==> config.mk <==
export PLATFORM = sky130hd
export DESIGN_NAME = adc_ctrl
export DESIGN_NICKNAME = d
export VERILOG_FILES = /design/src/rtl/adc_ctrl_pkg.sv /design/src/rtl/adc_ctrl.sv /design/src/rtl/byte_fifo.sv
export SDC_FILE = /design/constraint.sdc
export NUM_CORES = 1
export LEC_CHECK = 0
export ABC_AREA = 0
export BUFFER_PORTS_ARGS = -buffer_cell sky130_fd_sc_hd__buf_2
export CAP_MARGIN = 20
export CELL_PAD_IN_SITES_DETAIL_PLACEMENT = 1
export CELL_PAD_IN_SITES_GLOBAL_PLACEMENT = 1
export CORE_MARGIN = 10
export CORE_UTILIZATION = 58
export CTS_BUF_LIST = sky130_fd_sc_hd__clkbuf_4 sky130_fd_sc_hd__clkbuf_8
export DETAILED_ROUTE_END_ITERATION = 12
export PLACE_DENSITY_LB_ADDON = 0.1
export SLEW_MARGIN = 5
export SYNTH_ARGS = -nofsm -noshare
export SYNTH_HDL_FRONTEND = slang
export SYNTH_HIERARCHICAL = 1
export SYNTH_SLANG_ARGS = --single-unit
==> constraint.sdc <==
create_clock -name clk_i -period 8 [get_ports clk_i]
set_input_delay 0.8 -clock clk_i [delete_from_list [all_inputs] [get_ports clk_i]]
set_output_delay 0.8 -clock clk_i [all_outputs]
set_load 0.05 [all_outputs]
==> src/rtl/adc_ctrl_pkg.sv <==
// Shared constants for the integrating converter control block
package adc_ctrl_pkg;
  localparam int BYTE_W = 8;
  localparam int RESULT_W = 20;
  localparam int CNT_W = 20;
  localparam int FIFO_W = 8;
  localparam int FIFO_D = 16;
  // Integration periods in oscillator clocks
  localparam logic [CNT_W-1:0] INT_CLKS_50HZ = 20'h0_028F;
  localparam logic [CNT_W-1:0] INT_CLKS_60HZ = 20'h0_0221;
  // Reset values
  localparam logic [3:0] USER_OUT_RST = 4'h0;
  localparam logic [7:0] CMD_RST = 8'h00;
  // Command byte fields: [7] start, [6] line mode (1 = 50 Hz), [5] user write, [3:0] user bits
  localparam int CMD_START_BIT = 7;
  localparam int CMD_MODE_BIT = 6;
  localparam int CMD_USER_BIT = 5;
  localparam int CMD_USER_LSB = 0;
  // Result bytes sent per read: three bytes, top first
  localparam int RESULT_BYTES = 3;
endpackage : adc_ctrl_pkg

==> src/rtl/adc_ctrl.sv <==
// Serial port and conversion sequencer of the integrating converter
// Contract
// - Serial traffic is accepted only while chip select is low.
// - A rising chip select edge moves the input shift register into the command register.
// - A falling chip select edge loads the output shift register from the result FIFO, or with zero when the FIFO is empty.
// - Serial data out is released whenever chip select is high.
// - Input bits are sampled on rising serial clock, top bit first.
// - Output bits change on falling serial clock, top bit first.
// - Four user outputs follow values written over the serial port.
// - End of conversion goes high when a conversion completes.
// - Each conversion integrates for a fixed count before deintegration.
// - Deintegration counts oscillator clocks until the zero crossing; the count is the result.
// - Line mode picks 655 clocks for 50 Hz and 545 clocks for 60 Hz.
module adc_ctrl #(
  parameter int CNT_MAX = 32'h000F_FFFF
) (
  // Clock and reset
  input wire logic clk_i,
  input wire logic rst_b_i,
  // Serial port pins
  input wire logic cs_b_i,
  input wire logic sclk_i,
  input wire logic din_i,
  output logic dout_o,
  output logic dout_oe_o,
  // Oscillator and analog front end
  input wire logic oscillator_in_i,
  input wire logic zero_cross_i,
  output logic integrate_o,
  output logic deintegrate_o,
  // Status and user pins
  output logic eoc_o,
  output logic [3:0] user_outputs_o,
  output logic mode_50hz_o
);
  import adc_ctrl_pkg::*;

  typedef enum {S_IDLE, S_INT, S_DEINT} seq_t;

  // Three-stage input synchronisers
  logic [2:0] cs_s, sclk_s, din_s, osc_s, zc_s;
  always_ff @(posedge clk_i) begin
    if (!rst_b_i) begin
      cs_s <= 3'h7;
      sclk_s <= 3'h0;
      din_s <= 3'h0;
      osc_s <= 3'h0;
      zc_s <= 3'h0;
    end else begin
      cs_s <= {cs_s[1:0], cs_b_i};
      sclk_s <= {sclk_s[1:0], sclk_i};
      din_s <= {din_s[1:0], din_i};
      osc_s <= {osc_s[1:0], oscillator_in_i};
      zc_s <= {zc_s[1:0], zero_cross_i};
    end
  end

  logic cs_q, sclk_q, osc_q;
  logic next_cs_q, next_sclk_q, next_osc_q;
  logic cs_rise, cs_fall, sclk_rise, sclk_fall, osc_tick, zc_now;
  always_comb begin
    next_cs_q = (cs_s[1] == cs_s[2]) ? cs_s[2] : cs_q;
    next_sclk_q = (sclk_s[1] == sclk_s[2]) ? sclk_s[2] : sclk_q;
    next_osc_q = (osc_s[1] == osc_s[2]) ? osc_s[2] : osc_q;
    cs_rise = next_cs_q && !cs_q;
    cs_fall = !next_cs_q && cs_q;
    sclk_rise = next_sclk_q && !sclk_q && !cs_q;
    sclk_fall = !next_sclk_q && sclk_q && !cs_q;
    osc_tick = next_osc_q && !osc_q;
    zc_now = zc_s[1] && zc_s[2];
  end

  // Serial port state
  logic [BYTE_W-1:0] in_sr, next_in_sr, out_sr, next_out_sr, cmd, next_cmd;
  logic [2:0] bit_cnt, next_bit_cnt;
  logic [3:0] user, next_user;
  logic mode50, next_mode50, start_req, next_start_req;
  logic dout, next_dout, oe, next_oe;
  logic fifo_pop, fifo_valid;
  logic [BYTE_W-1:0] fifo_data;

  always_comb begin
    next_in_sr = in_sr;
    next_out_sr = out_sr;
    next_bit_cnt = bit_cnt;
    next_cmd = cmd;
    next_user = user;
    next_mode50 = mode50;
    next_start_req = 1'b0;
    next_dout = dout;
    fifo_pop = 1'b0;
    next_oe = !next_cs_q;
    if (sclk_rise) begin
      next_in_sr = {in_sr[BYTE_W-2:0], din_s[2]};
    end
    if (sclk_fall) begin
      next_bit_cnt = bit_cnt + 3'h1;
      if (bit_cnt == 3'h7) begin
        next_out_sr = fifo_valid ? fifo_data : out_sr;
        fifo_pop = fifo_valid;
      end else begin
        next_out_sr = {out_sr[BYTE_W-2:0], 1'b0};
      end
      next_dout = next_out_sr[BYTE_W-1];
    end
    if (cs_fall) begin
      next_out_sr = fifo_valid ? fifo_data : 8'h00;
      fifo_pop = fifo_valid;
      next_dout = next_out_sr[BYTE_W-1];
      next_bit_cnt = 3'h0;
    end
    if (cs_rise) begin
      next_cmd = in_sr;
      next_mode50 = in_sr[CMD_MODE_BIT];
      next_start_req = in_sr[CMD_START_BIT];
      if (in_sr[CMD_USER_BIT]) begin
        next_user = in_sr[CMD_USER_LSB +: 4];
      end
    end
  end

  always_ff @(posedge clk_i) begin
    if (!rst_b_i) begin
      cs_q <= 1'b1;
      sclk_q <= 1'b0;
      osc_q <= 1'b0;
      in_sr <= CMD_RST;
      out_sr <= CMD_RST;
      cmd <= CMD_RST;
      bit_cnt <= 3'h0;
      user <= USER_OUT_RST;
      mode50 <= 1'b0;
      start_req <= 1'b0;
      dout <= 1'b0;
      oe <= 1'b0;
    end else begin
      cs_q <= next_cs_q;
      sclk_q <= next_sclk_q;
      osc_q <= next_osc_q;
      in_sr <= next_in_sr;
      out_sr <= next_out_sr;
      cmd <= next_cmd;
      bit_cnt <= next_bit_cnt;
      user <= next_user;
      mode50 <= next_mode50;
      start_req <= next_start_req;
      dout <= next_dout;
      oe <= next_oe;
    end
  end

  // Conversion sequencer
  seq_t state, next_state;
  logic [CNT_W-1:0] cnt, next_cnt, int_len;
  logic eoc, next_eoc, push, integ_q, deint_q;
  logic [RESULT_W-1:0] result, next_result;
  logic [1:0] push_idx, next_push_idx;
  logic fifo_ready;
  logic [BYTE_W-1:0] push_byte;

  always_comb begin
    next_state = state;
    next_cnt = cnt;
    next_eoc = eoc;
    next_result = result;
    next_push_idx = push_idx;
    int_len = mode50 ? INT_CLKS_50HZ : INT_CLKS_60HZ;
    push = (push_idx != 2'h0) && fifo_ready;
    push_byte = (push_idx == 2'h3) ? {4'h0, result[19:16]} :
      (push_idx == 2'h2) ? result[15:8] : result[7:0];
    if (push) begin
      next_push_idx = push_idx - 2'h1;
    end
    case (state)
      S_IDLE: begin
        if (start_req) begin
          next_eoc = 1'b0;
          next_cnt = '0;
          next_state = S_INT;
        end
      end
      S_INT: begin
        if (osc_tick) begin
          next_cnt = cnt + 20'h0_0001;
          if (next_cnt == int_len) begin
            next_cnt = '0;
            next_state = S_DEINT;
          end
        end
      end
      S_DEINT: begin
        if (zc_now || cnt == CNT_MAX[CNT_W-1:0]) begin
          next_result = cnt;
          next_eoc = 1'b1;
          next_push_idx = 2'(RESULT_BYTES);
          next_state = S_IDLE;
        end else if (osc_tick) begin
          next_cnt = cnt + 20'h0_0001;
        end
      end
      default: next_state = S_IDLE;
    endcase
  end

  always_ff @(posedge clk_i) begin
    if (!rst_b_i) begin
      state <= S_IDLE;
      cnt <= '0;
      eoc <= 1'b0;
      result <= '0;
      push_idx <= 2'h0;
      integ_q <= 1'b0;
      deint_q <= 1'b0;
    end else begin
      state <= next_state;
      cnt <= next_cnt;
      eoc <= next_eoc;
      result <= next_result;
      push_idx <= next_push_idx;
      integ_q <= (next_state == S_INT);
      deint_q <= (next_state == S_DEINT);
    end
  end

  byte_fifo #(.WIDTH(FIFO_W), .DEPTH(FIFO_D)) u_fifo (
    .clk_i(clk_i),
    .rst_b_i(rst_b_i),
    .in_valid_i(push),
    .in_ready_o(fifo_ready),
    .in_data_i(push_byte),
    .out_valid_o(fifo_valid),
    .out_ready_i(fifo_pop),
    .out_data_o(fifo_data)
  );

  assign dout_o = dout;
  assign dout_oe_o = oe;
  assign eoc_o = eoc;
  assign user_outputs_o = user;
  assign mode_50hz_o = mode50;
  assign integrate_o = integ_q;
  assign deintegrate_o = deint_q;
endmodule : adc_ctrl

==> src/rtl/byte_fifo.sv <==
// Small valid/ready FIFO for result bytes
module byte_fifo #(
  parameter int WIDTH = 8,
  parameter int DEPTH = 16
) (
  // Clock and reset
  input wire logic clk_i,
  input wire logic rst_b_i,
  // Fill side
  input wire logic in_valid_i,
  output logic in_ready_o,
  input wire logic [WIDTH-1:0] in_data_i,
  // Drain side
  output logic out_valid_o,
  input wire logic out_ready_i,
  output logic [WIDTH-1:0] out_data_o
);
  localparam int AW = $clog2(DEPTH);
  logic [WIDTH-1:0] mem [DEPTH];
  logic [AW:0] wr_ptr, rd_ptr, next_wr_ptr, next_rd_ptr;
  logic [WIDTH-1:0] rd_data, next_rd_data;
  logic full, empty, push, pop;

  always_comb begin
    full = (wr_ptr[AW] != rd_ptr[AW]) && (wr_ptr[AW-1:0] == rd_ptr[AW-1:0]);
    empty = (wr_ptr == rd_ptr);
    push = in_valid_i && !full;
    pop = out_ready_i && !empty;
    next_wr_ptr = wr_ptr + {{AW{1'b0}}, push};
    next_rd_ptr = rd_ptr + {{AW{1'b0}}, pop};
    next_rd_data = mem[next_rd_ptr[AW-1:0]];
  end

  always_ff @(posedge clk_i) begin
    if (push) begin
      mem[wr_ptr[AW-1:0]] <= in_data_i;
    end
    if (!rst_b_i) begin
      wr_ptr <= '0;
      rd_ptr <= '0;
      rd_data <= '0;
    end else begin
      wr_ptr <= next_wr_ptr;
      rd_ptr <= next_rd_ptr;
      rd_data <= (push && next_rd_ptr == wr_ptr) ? in_data_i : next_rd_data;
    end
  end

  assign in_ready_o = !full;
  assign out_valid_o = !empty;
  assign out_data_o = rd_data;
endmodule : byte_fifo

## Yosys cells after proc, flatten, opt, wreduce, memory -nomap -nowiden

Memories as Yosys holds them, arrays and structs flattened.
Index checks and enable logic that the tools add are counted.

- $add $sub $neg: 5
- Multipliers: 0
- Divide/modulo/power cells: 0
- $lt $le $gt $ge: 0
- Equal/unequal tests: 22
- Shift-type cells: 0
- Multiplexer cells: 36
- Bitwise operators: 1
- Reductions and logical operators: 33

Operators by type and width:

| cell | number |
|---|---|
| 2-to-1 mux 32 bit | 4 |
| 2-to-1 mux 20 bit | 5 |
| one-hot mux 32 bit (3 select lines) | 1 |
| 2-to-1 mux 8 bit | 9 |
| == test 32 x 2 -> 1 bit (second input constant) | 2 |
| one-hot mux 20 bit (3 select lines) | 1 |
| == test 32 x 1 -> 1 bit (second input constant) | 1 |
| == test 32 x 3 -> 1 bit (second input constant) | 1 |
| zero test 32 bit | 1 |
| adder 20 x 1 -> 20 bit (second input constant) | 1 |
| == test 20 x 10 -> 1 bit | 1 |
| == test 20 bit (second input constant) | 1 |
| logical AND 1 bit | 13 |
| 2-to-1 mux 1 bit | 12 |
| adder 5 x 1 -> 5 bit | 2 |
| == test 5 bit | 2 |
| inequality test 2 bit (second input constant) | 5 |
| AND reduction 2 bit | 4 |
| zero test 1 bit | 7 |
| 2-to-1 mux 2 bit | 3 |
| nonzero test 2 bit | 3 |
| AND reduction 5 bit | 1 |
| == test 2 bit (second input constant) | 2 |
| == test 4 bit | 1 |
| other kinds (12) | 14 |

- Bits in registers: 140
- Latch bits: 0
- Memory bits (writable): 128
- Memory bits (read-only): 0
- Input port bits: 7
- Logic and storage cells: 125
- Memories: 1

Memories:

| name | words | bits a word | rd ports | clocked after Yosys merged registers in | wr ports | RTL line | text |
|---|---|---|---|---|---|---|---|
| u_fifo.mem | 16 | 8 | 1 | 0 | 1 | byte_fifo.sv:19 | `logic [WIDTH-1:0] mem [DEPTH];` |

## Logic depth before layout (Yosys ltp)

Gate-level depths: netlist (run 1).

- Word-level depth: 12
- Depth in mapped cells: 16
- Gate-level depth less buffers: 12

## Modules after synthesis

The synthesis (run 1) kept the hierarchy.

By module, submodules not included:

| module | instances | cells each | area an instance (µm²) | seq. area each (µm²) |
|---|---|---|---|---|
| byte_fifo | 1 | 328 | 5816.8 | 4204.0 |
| adc_ctrl | 1 | 563 | 5161.2 | 2422.3 |

## Least setup slack after synthesis (run 1)

No wires, ideal clock.

- Path kind: reg2reg
- Start: register u_fifo.rd_ptr[3]
- End: register u_fifo.rd_data[3] (netlist: u_fifo/out_data_o[3])
- Library setup time: 0.118 ns
- Data arrival time: 3.234 ns
- Setup slack: 4.647 ns
- Stages on the path, launching flop included: 16
- Path buffers: 4
- Period minus slack after synthesis: 3.353 ns
- Cell sequence: dfxtp_1 -> buf_6 -> xor2_1 -> nor4_2 -> nand2_1 -> clkbuf_1 -> nor2b_1 -> and2_1 -> ha_1 -> ha_1 -> clkbuf_1 -> clkbuf_1 -> mux4_2 -> nand2_1 -> nand3_1 -> a32o_1

- Word-level cells in the longest chain between the ends: 10

RTL lines:

| what | RTL line | text |
|---|---|---|
| start, declared | byte_fifo.sv:20 | `logic [AW:0] wr_ptr, rd_ptr, next_wr_ptr, next_rd_ptr;` |
| start signal, assigned | byte_fifo.sv:44 | `rd_ptr <= next_rd_ptr;` |
| == test 5 bit * | byte_fifo.sv:26 | `empty = (wr_ptr == rd_ptr);` |
| zero test 1 bit * | byte_fifo.sv:50 | `assign out_valid_o = !empty;` |
| named net fifo_valid | adc_ctrl.sv:79 | `logic fifo_pop, fifo_valid;` |
| 2-to-1 mux 1 bit | adc_ctrl.sv:98 | `if (bit_cnt == 3'h7) begin` |
| 2-to-1 mux 1 bit | adc_ctrl.sv:96 | `if (sclk_fall) begin` |
| 2-to-1 mux 1 bit * | adc_ctrl.sv:106 | `if (cs_fall) begin` |
| named net fifo_pop | adc_ctrl.sv:79 |  |
| logical AND 1 bit * | byte_fifo.sv:28 | `pop = out_ready_i && !empty;` |
| adder 5 x 1 -> 5 bit * | byte_fifo.sv:30 | `next_rd_ptr = rd_ptr + {{AW{1'b0}}, pop};` |
| named net u_fifo.next_rd_ptr[1] | byte_fifo.sv:20 |  |
| parallel branches: the longest is 2 deep, another holds memory read (16 x 8 bit) | -- |  |
| 2-to-1 mux 8 bit * | byte_fifo.sv:45 | `rd_data <= (push && next_rd_ptr == wr_ptr) ? in_data_i : next_rd_data;` |
| end signal, assigned | byte_fifo.sv:45 |  |
| end, declared | byte_fifo.sv:21 | `logic [WIDTH-1:0] rd_data, next_rd_data;` |

Mark *: on every way through the listed nets, which the timed path passes.
A chain may end at the register's enable or synchronous reset.

## Worst setup path in the final report (run 1)

- Start: register u_fifo.wr_ptr[2]
- End: register u_fifo.rd_data[4] (netlist: u_fifo/out_data_o[4])

- Word-level cells in the longest chain between the ends: 10

RTL lines:

| what | RTL line | text |
|---|---|---|
| start, declared | byte_fifo.sv:20 |  |
| start signal, assigned | byte_fifo.sv:43 | `wr_ptr <= next_wr_ptr;` |
| == test 5 bit * | byte_fifo.sv:26 |  |
| zero test 1 bit * | byte_fifo.sv:50 |  |
| named net fifo_valid | adc_ctrl.sv:79 |  |
| 2-to-1 mux 1 bit | adc_ctrl.sv:98 |  |
| 2-to-1 mux 1 bit | adc_ctrl.sv:96 |  |
| 2-to-1 mux 1 bit * | adc_ctrl.sv:106 |  |
| named net fifo_pop | adc_ctrl.sv:79 |  |
| logical AND 1 bit * | byte_fifo.sv:28 |  |
| adder 5 x 1 -> 5 bit * | byte_fifo.sv:30 |  |
| named net u_fifo.next_rd_ptr[0] | byte_fifo.sv:20 |  |
| parallel branches: the longest is 2 deep, another holds memory read (16 x 8 bit) | -- |  |
| 2-to-1 mux 8 bit * | byte_fifo.sv:45 |  |

Marks and branches as above.

==> results of run 1 <==
## power by group through the flow
stage	combinational, W	sequential (W)	clock [W]
after CTS	0.000244	0.00154	0.00119
after floorplan	0.000190	0.00154	0
after global routing	0.000267	0.00155	0.00126
after detailed placement	0.000239	0.00157	0
final	0.000246	0.00155	0.00118
after global placement	0.000220	0.00156	0
## state kept, by name (all words and copies together), names as in the netlist, 2 cells and up, named ones only
signal	count
result	20
u_fifo/mem	128
cnt	20
u_fifo/wr_ptr	5
u_fifo/rd_ptr	5
state	32
push_idx	2
cs_s	3
u_fifo/out_data_o	8
zc_s	3
out_sr	7
osc_s	3
din_s	3
sclk_s	3
bit_cnt	3
in_sr	8
user_outputs_o	4
## cell families (layout without fill, tap and decap cells)
family / Yosys count / after routing / synth area share
and+or+nand+nor: 345 / 345 / 0.166
DFF: 267 / 267 / 0.604
AOI/OAI and AO/OA: 126 / 126 / 0.0855
buffers and inverters: 64 / 136 / 0.0284
muxes: 51 / 51 / 0.0833
xor gates and xnor gates: 26 / 26 / 0.0207
adders and majority gates: 11 / 11 / 0.0125
other: 1 / 31 / 0.000342
## through the flow
stage	hold slack, ns	total power (W)
6_report	0.415	0.00297
5_1_grt	0.428	0.00307
4_1_cts	0.420	0.00298
3_5_place_dp	0.396	0.00181
3_3_place_gp	0.408	0.00178
2_1_floorplan	0.386	0.00173
## layout make-up
cell class              instances  area, um2  area share
inverters                      14       55.1     0.00449
diodes                          1       2.50    0.000204
well taps                     234        293      0.0239
repair buffers                 40        248      0.0202
clock buffers                  67        803      0.0655
clock inverters                15       71.3     0.00581
multi-input cells             589       4170       0.340
flip-flops and latches        267       6630       0.540
## metal layers
metal	GRT usage	vias to the layer above	wire (um)
met2	0.386	237	14000
met5	0	-	0
li1	-	3397	-
met3	0.0635	63	1870
met1	0.280	3839	11500
met4	0.0744	0	620
## placed cells by master (no fill, tap or decap), types with 18 or more instances in the layout
| cell | count |
|---|---|
| conb_1 | 30 |
| clkbuf_8 | 48 |
| nand3_1 | 40 |
| edfxtp_1 | 128 |
| nor2_1 | 56 |
| and2_1 | 22 |
| buf_4 | 19 |
| nand2_1 | 126 |
| dfxtp_1 | 139 |
| a21oi_1 | 41 |
| mux2i_1 | 18 |
| buf_2 | 21 |
| mux4_2 | 32 |
| clkbuf_4 | 19 |
## path summary, 6_finish.rpt
kind,startpoint,to,slack [ns]
setup / recovery,u_fifo/wr_ptr[2]$_SDFF_PN0_,u_fifo/out_data_o[4]$_SDFF_PN0_,3.84
hold reg to reg,cs_s[0]$_SDFF_PN1_,cs_s[1]$_SDFF_PN1_,0.42
setup reg to reg,u_fifo/wr_ptr[2]$_SDFF_PN0_,u_fifo/out_data_o[4]$_SDFF_PN0_,3.84
hold / removal,cs_s[0]$_SDFF_PN1_,cs_s[1]$_SDFF_PN1_,0.42
## worst max-delay path: stages (launching register included)
cell and delay, ns:
dfxtp_1 0.63, xor2_1 0.15, nor4_2 0.42, nand2_1 0.29, nor2b_1 0.21, and2_1 0.15
ha_2 0.32, buf_4 0.54, xnor2_1 0.22, nand2_1 0.08, nor3b_1 0.48, a31oi_4 0.25
a32o_1 0.30
==> flow_metrics.env, run 1 <==
export IMPL_p_switching_w=0.000732
export IMPL_yosys_area_top_type="edfxtp_1"
export IMPL_antenna_found_initial=0
export IMPL_outcome="finished clean"
export IMPL_cts_repair_resized=0
export IMPL_ys_flop_type="dfxtp_1"
export IMPL_synth_edf_count=128
export IMPL_r2r_cells=12
export IMPL_p_per_area_nw_per_um2=242
export IMPL_critical_path_arrival_ns=4.59
export IMPL_maxCapViolCount=0
export IMPL_clockBufferDepth=3
export IMPL_synth_warnings=6
export IMPL_synth_top_cell_area_share=0.350
export IMPL_clk_latency_ns=0.57
export IMPL_dp_hpwl_um=18700
export IMPL_row_count=50
export IMPL_nNetsFinal=974
export IMPL_placed_cell_area_um2=11400
export IMPL_start_kind="flip-flop"
export IMPL_worst_pin_slew_ns=0.985
export IMPL_ioPinCount=17
export IMPL_first_pass_iters=5
export IMPL_fin_crit_ns=4.16
export IMPL_core_area_um2=18600
export IMPL_dr_total_vias=7536
export IMPL_grt_setup_unrepaired="false"
export IMPL_required_ns=8.43
export IMPL_hold_viol_final=0
export IMPL_yosysUniqueCellTypes=76
export IMPL_irDropWorstVdd_mv=0.174
export IMPL_htreeDepth=2
export IMPL_power_internal_w=0.00224
export IMPL_final_layout_size_suffix_gt1_frac=0.191
export IMPL_numCtsBuffers=44
export IMPL_ys_ff_latch=267
export IMPL_synth_area_um2=11000
export IMPL_power_frac_comb=0.083
export IMPL_drc_errors=0
export IMPL_yosysMostFrequentCell="dfxtp_1"
export IMPL_postCtsSetupBuffers=0
export IMPL_leakagePower_nw=4.28
export IMPL_fillers=1864
export IMPL_final_cells=1227
export IMPL_wl_per_cell_um=22.8
export IMPL_grt_max_degree=48
export IMPL_drtIter0Drc=514
export IMPL_die_area_um2=24800
export IMPL_pwr_share_seq=0.521
export IMPL_post_place_cells=1140
export IMPL_fmax_mhz=240
export IMPL_final_util=0.658
export IMPL_placement_io_buffers=16
export IMPL_timing_final_ws_setup_ns=3.84
export IMPL_finalInstanceArea_um2=12300
export IMPL_synth_top_cells_by_area="edfxtp_1, dfxtp_1, mux4_2, nand2_1, nor2_1"
export IMPL_detail_route_antenna_nets=0
export IMPL_avgViaCountPerCell=6.14
export IMPL_syn_inst=891
export IMPL_drt_wl_total_um=28000
export IMPL_async_flop_share=0
export IMPL_setup_violations=0
export IMPL_clkPwrFrac=0.396
export IMPL_tritoncts="built"
export IMPL_path_class="reg2reg"
export IMPL_hp_class="reg2reg"
export IMPL_grt_usage=0.229
export IMPL_start_util=0.589
export IMPL_dp_slack_ns=3.92
export IMPL_synth_avg_cell_area_um2=12.3
export IMPL_dieHeight_um=158
export IMPL_relSlewSlack=0.341
export IMPL_switching_share=0.247
export IMPL_worst_path_max_fanout=34
export IMPL_grt_pass1_wl_um=44300
export IMPL_tns_ns=0
export IMPL_areaGrowthSynthToFinish_pct=11.8
export IMPL_period_share=0.520
export IMPL_synth_common_cells="dfxtp_1, edfxtp_1, nand2_1, nor2_1, a21oi_1"
export IMPL_whs_path_depth=1
export IMPL_die_w_um=158
export IMPL_ctsHoldBuffers=0
export IMPL_synth_seq_area_share=0.604
export IMPL_overflow=0
export IMPL_finalMaxSlewViolations=0
export IMPL_place_congestion=0.875
export IMPL_numClockSinks=267
export IMPL_clock_skew_ns=0.0280
export IMPL_clkTransAtPathRegs_ns=0.06
export IMPL_clock_root_buffer="clkbuf_8"
export IMPL_end_kind="flip-flop"
export IMPL_grt_pass1_vias=8132
No activity file was read; power rests on OpenSTA's default activity.
==> run 2, diff against run 1 <==
Settings changed: CORE_UTILIZATION 58 to 49.
Clock period 8 ns to 3.5 ns, I/O delays scaled along.
==> run 2 against run 1 <==
- non-clock buffer count increased by 25
- wire length is 4.6% lower
- critical path depth did not move
- sequential share of layout area shrank 1.6 points
- cell count increased by 5.8%
- critical endpoint is now u_fifo/out_data_o[5]$_SDFF_PN0_
==> flow_metrics.env, run 2 (synthesis gave the netlist of run 1 again) <==
export IMPL_tritoncts="built"
export IMPL_clkTransAtPathRegs_ns=0.06
export IMPL_worst_pin_slew_ns=0.834
export IMPL_final_layout_size_suffix_gt1_frac=0.209
export IMPL_drt_wl_total_um=26700
export IMPL_tns_ns=0
export IMPL_pwr_share_seq=0.498
export IMPL_p_switching_w=0.00167
export IMPL_ioPinCount=17
export IMPL_row_count=54
export IMPL_path_class="reg2reg"
export IMPL_worst_path_max_fanout=16
export IMPL_regToRegEndpoint="u_fifo/out_data_o[5]$_SDFF_PN0_"
export IMPL_layout_common_cells="dfxtp_1, edfxtp_1, nand2_1"
export IMPL_core_area_um2=22000
export IMPL_nNetsFinal=1000
export IMPL_dp_hpwl_um=18100
export IMPL_grt_setup_unrepaired="false"
export IMPL_period_share=0.932
export IMPL_numClockSinks=267
export IMPL_cp_depth=12
export IMPL_regArea_um2=6630
export IMPL_antenna_cells=0
export IMPL_wl_per_cell_um=20.6
export IMPL_die_area_um2=28800
export IMPL_avgViaCountPerCell=5.70
export IMPL_fmax_mhz=307
export IMPL_critical_path_arrival_ns=3.70
export IMPL_end_kind="flip-flop"
export IMPL_finalInstanceArea_um2=12700
export IMPL_cp_slowest_stage_delay_ns=0.46
export IMPL_hold_viol_final=0
export IMPL_r2r_start="u_fifo/rd_ptr[3]$_SDFF_PN0_"
export IMPL_detail_route_antenna_nets=0
export IMPL_finalMaxSlewViolations=0
export IMPL_postCtsSetupBuffers=0
export IMPL_p_per_area_nw_per_um2=553
export IMPL_clock_root_buffer="clkbuf_8"
export IMPL_final_common_cell="dfxtp_1"
export IMPL_drc_errors=0
export IMPL_r2r_cells=12
export IMPL_first_pass_iters=4
export IMPL_crit_path_end="u_fifo/out_data_o[5]$_SDFF_PN0_"
export IMPL_start_kind="flip-flop"
export IMPL_die_w_um=170
export IMPL_start_util=0.500
export IMPL_overflow=0
export IMPL_clk_latency_ns=0.55
export IMPL_largest_reg_flops=128
export IMPL_fin_crit_ns=3.26
export IMPL_dr_total_vias=7393
export IMPL_post_place_cells=1210
export IMPL_areaGrowthSynthToFinish_pct=15.2
export IMPL_irDropWorstVdd_mv=0.429
export IMPL_hold_slack_ns=0.0810
export IMPL_setup_violations=0
export IMPL_relSlewSlack=0.437
export IMPL_slowest_stage="dfxtp_1"
export IMPL_numCtsBuffers=45
export IMPL_crit_start="u_fifo/rd_ptr[3]$_SDFF_PN0_"
export IMPL_grt_max_degree=48
export IMPL_grt_pass1_vias=8048
export IMPL_regToRegSetupSlack_ns=0.24
export IMPL_place_congestion=0.815
export IMPL_grt_usage=0.186
export IMPL_required_ns=3.94
export IMPL_htreeDepth=2
export IMPL_placed_cell_area_um2=11600
export IMPL_cp_top_family="simple AND/OR/NAND/NOR gates"
export IMPL_leakagePower_nw=4.46
export IMPL_crit_path_cell_trace="xor2_1 -> nor4_2 -> nand2_1 -> buf_4 -> and2_1 -> ha_2 -> ha_1 -> buf_4 -> mux4_2 -> nand2_1 -> nand3_1 -> a32o_1"
export IMPL_maxCapViolCount=0
export IMPL_path_buf_inv=2
export IMPL_multiInputGateArea_um2=4170
export IMPL_hp_class="in2reg"
export IMPL_switching_share=0.238
export IMPL_clkPwrFrac=0.413
export IMPL_fillers=2246
export IMPL_clockBufferDepth=3
export IMPL_power_frac_comb=0.089
export IMPL_grt_pass1_wl_um=42800
export IMPL_outcome="finished clean"
export IMPL_placement_io_buffers=16
export IMPL_power_internal_w=0.00533
export IMPL_timing_final_ws_setup_ns=0.238
export IMPL_final_cells=1298
export IMPL_drtIter0Drc=436
export IMPL_antenna_found_initial=0
export IMPL_dieHeight_um=170
export IMPL_dp_slack_ns=0.191
export IMPL_clock_skew_ns=0.0162
run 2: timing repair:
action                                  4_1_cts  5_1_grt
hold endpoints to repair                      4        0
hold buffers                                  4        0
resized for setup                             0        2
endpoints found under the setup margin        0        8
run 2: worst min-delay path by stage:
stage                       startpoint             endpoint  slack (ns)  depth (start not counted)
floorplan           cs_s[0]$_SDFF_PN1_   cs_s[1]$_SDFF_PN1_        0.39                          1
global placement    cs_s[0]$_SDFF_PN1_   cs_s[1]$_SDFF_PN1_        0.41                          1
detailed placement  cs_s[0]$_SDFF_PN1_   cs_s[1]$_SDFF_PN1_        0.41                          1
CTS                    oscillator_in_i  osc_s[0]$_SDFF_PN0_        0.05                          2
global route           oscillator_in_i  osc_s[0]$_SDFF_PN0_        0.08                          2
finish                 oscillator_in_i  osc_s[0]$_SDFF_PN0_        0.08                          2
run 2: power by group through the flow:
stage | clock network [W] | registers, W | logic (W)
final | 0.00289 | 0.00348 | 0.000623
after global routing | 0.00311 | 0.00350 | 0.000679
after CTS | 0.00296 | 0.00349 | 0.000614
after detailed placement | 0 | 0.00355 | 0.000607
after global placement | 0 | 0.00354 | 0.000583
after floorplan | 0 | 0.00352 | 0.000434
run 2: final cells by class:
type	instances	share of cell area
Sequential cell	267	0.524
Tap cell	280	0.0277
Timing Repair Buffer	65	0.0386
Multi-Input combinational cell	589	0.330
Clock inverter	12	0.00712
Clock buffer	71	0.0688
Inverter	14	0.00435
run 2: metal layers:
layer	GRT usage	routed length (um)	up-vias
met2	0.309	13000	159
met1	0.240	12000	3724
met3	0.0314	1110	58
met4	0.0652	647	0
met5	0	0	-
li1	-	-	3452
run 2: metrics by stage:
step                      power [W]   util
after floorplan             0.00395      -
after global placement      0.00412  0.529
after detailed placement    0.00416  0.529
after CTS                   0.00706  0.575
after global routing        0.00729  0.576
final                       0.00700  0.576
==> run 3, diff against run 2 <==
--- a/config.mk
+++ b/config.mk
@@ -7,5 +7,5 @@
 export LEC_CHECK = 0
 export ABC_AREA = 0
-export BUFFER_PORTS_ARGS = -buffer_cell sky130_fd_sc_hd__buf_2
+export BUFFER_PORTS_ARGS = -buffer_cell sky130_fd_sc_hd__buf_4
 export CAP_MARGIN = 20
 export CELL_PAD_IN_SITES_DETAIL_PLACEMENT = 1
==> constraint.sdc (replaced) <==
create_clock -name clk_i -period 3.5 [get_ports clk_i]
set_input_delay 0.525 -clock clk_i [delete_from_list [all_inputs] [get_ports clk_i]]
set_output_delay 0.525 -clock clk_i [all_outputs]
set_load 0.05 [all_outputs]
==> run 3 against run 2 <==
- utilization down 0.18 points
- die area unchanged
- critical endpoint is now u_fifo/out_data_o[3]$_SDFF_PN0_
- register-to-register slack about the same
- first-iteration DRC count up 14%
==> flow_metrics.env, run 3 (synthesis gave the netlist of run 1 again) <==
export IMPL_postCtsSetupBuffers=0
export IMPL_die_area_um2=28800
export IMPL_cts_repair_resized=0
export IMPL_fillers=2255
export IMPL_drtIter0Drc=499
export IMPL_switching_share=0.244
export IMPL_start_util=0.500
export IMPL_grt_setup_unrepaired="false"
export IMPL_first_pass_iters=4
export IMPL_fmax_mhz=305
export IMPL_drc_errors=0
export IMPL_power_frac_comb=0.092
export IMPL_numClockSinks=267
export IMPL_p_switching_w=0.00168
export IMPL_clock_root_buffer="clkbuf_8"
export IMPL_worst_pin_slew_ns=0.765
export IMPL_final_cells=1295
export IMPL_post_place_cells=1210
export IMPL_clk_latency_ns=0.56
export IMPL_ioPinCount=17
export IMPL_clkPwrFrac=0.402
export IMPL_row_count=54
export IMPL_outcome="finished clean"
export IMPL_final_layout_size_suffix_gt1_frac=0.212
export IMPL_drt_wl_total_um=26800
export IMPL_power_internal_w=0.00522
export IMPL_clkTransAtPathRegs_ns=0.06
export IMPL_dp_hpwl_um=18000
export IMPL_tns_ns=0
export IMPL_avgViaCountPerCell=5.65
export IMPL_clock_skew_ns=0.0210
export IMPL_antenna_found_initial=0
export IMPL_hp_class="in2reg"
export IMPL_placed_cell_area_um2=11700
export IMPL_dr_total_vias=7315
export IMPL_crit_start="u_fifo/rd_ptr[3]$_SDFF_PN0_"
export IMPL_period_share=0.935
export IMPL_slowest_stage="nor4_2"
export IMPL_tritoncts="built"
export IMPL_antenna_cells=0
export IMPL_hold_viol_final=0
export IMPL_end_kind="flip-flop"
export IMPL_path_class="reg2reg"
export IMPL_crit_path_cell_trace="xor2_1 -> nor4_2 -> nand2_1 -> buf_4 -> and2_1 -> ha_2 -> ha_1 -> buf_4 -> mux4_2 -> nand2_1 -> nand3_1 -> a32o_1"
export IMPL_grt_pass1_wl_um=43600
export IMPL_placement_io_buffers=16
export IMPL_irDropWorstVdd_mv=0.339
export IMPL_finalInstanceArea_um2=12600
export IMPL_critical_path_arrival_ns=3.71
export IMPL_clockBufferDepth=3
export IMPL_path_buf_inv=2
export IMPL_areaGrowthSynthToFinish_pct=14.9
export IMPL_detail_route_antenna_nets=0
export IMPL_relSlewSlack=0.485
export IMPL_setup_violations=0
export IMPL_pwr_share_seq=0.506
export IMPL_largest_reg_flops=128
export IMPL_layout_common_cells="dfxtp_1, edfxtp_1, nand2_1"
export IMPL_leakagePower_nw=4.43
export IMPL_r2r_start="u_fifo/rd_ptr[3]$_SDFF_PN0_"
export IMPL_cp_slowest_stage_delay_ns=0.37
export IMPL_core_area_um2=22000
export IMPL_grt_max_degree=48
export IMPL_finalMaxSlewViolations=0
export IMPL_place_congestion=0.837
export IMPL_overflow=0
export IMPL_htreeDepth=2
export IMPL_wl_per_cell_um=20.7
export IMPL_cp_top_family="simple AND/OR/NAND/NOR gates"
export IMPL_grt_pass1_vias=7969
export IMPL_ctsHoldBuffers=0
export IMPL_hp_start="cs_b_i"
export IMPL_dp_slack_ns=0.153
export IMPL_nNetsFinal=997
export IMPL_numCtsBuffers=46
export IMPL_maxCapViolCount=0
export IMPL_dieHeight_um=170
export IMPL_required_ns=3.94
export IMPL_total_power_w=0.00690
export IMPL_start_kind="flip-flop"
export IMPL_timing_final_ws_setup_ns=0.226
export IMPL_grt_usage=0.189
export IMPL_worst_path_max_fanout=16
export IMPL_p_per_area_nw_per_um2=547
export IMPL_fin_crit_ns=3.27
export IMPL_die_w_um=170
export IMPL_final_common_cell="dfxtp_1"
## run 3: cell count changes in the layout (fill, tap and decap cells not counted), sizes merged
cell and delta:
bufinv -1, clkbuf -1, dlygate4sd3 -4, clkinv +3
## run 3: worst paths after layout
check	end	slack, ns	depth (start not counted)
setup / recovery	u_fifo/out_data_o[3]$_SDFF_PN0_	0.23	12
hold / removal	cs_s[0]$_SDFF_PN1_	0.16	2
setup reg to reg	u_fifo/out_data_o[3]$_SDFF_PN0_	0.23	12
hold reg to reg	cs_s[1]$_SDFF_PN1_	0.43	1
## run 3: area by class of cell
type	count	area, um2	share of cell area
flip-flops and latches	267	6630	0.526
multi-input cells	589	4170	0.331
well taps	280	350	0.0278
clock inverters	14	75.1	0.00595
inverters	14	55.1	0.00437
repair buffers	61	488	0.0387
clock buffers	70	845	0.0670
## run 3: stage by stage
stage | util | hold WS (ns)
floorplan | - | 0.386
global placement | 0.531 | 0.407
detailed placement | 0.531 | 0.398
CTS | 0.573 | 0.125
global route | 0.574 | 0.142
finish | 0.574 | 0.158
## run 3: power by group through the flow
stage	Combinational (W)	Clock [W]	Sequential [W]
floorplan	0.000434	0	0.00352
finish	0.000634	0.00277	0.00349
CTS	0.000633	0.00285	0.00349
detailed placement	0.000626	0	0.00356
global placement	0.000591	0	0.00354
global route	0.000698	0.00302	0.00350
## run 3: layer usage
metal	up-vias	track usage	share of wire
met3	36	0.0349	0.053
met5	-	0	0
li1	3438	-	-
met1	3691	0.252	0.45
met4	0	0.0534	0.018
met2	150	0.310	0.48
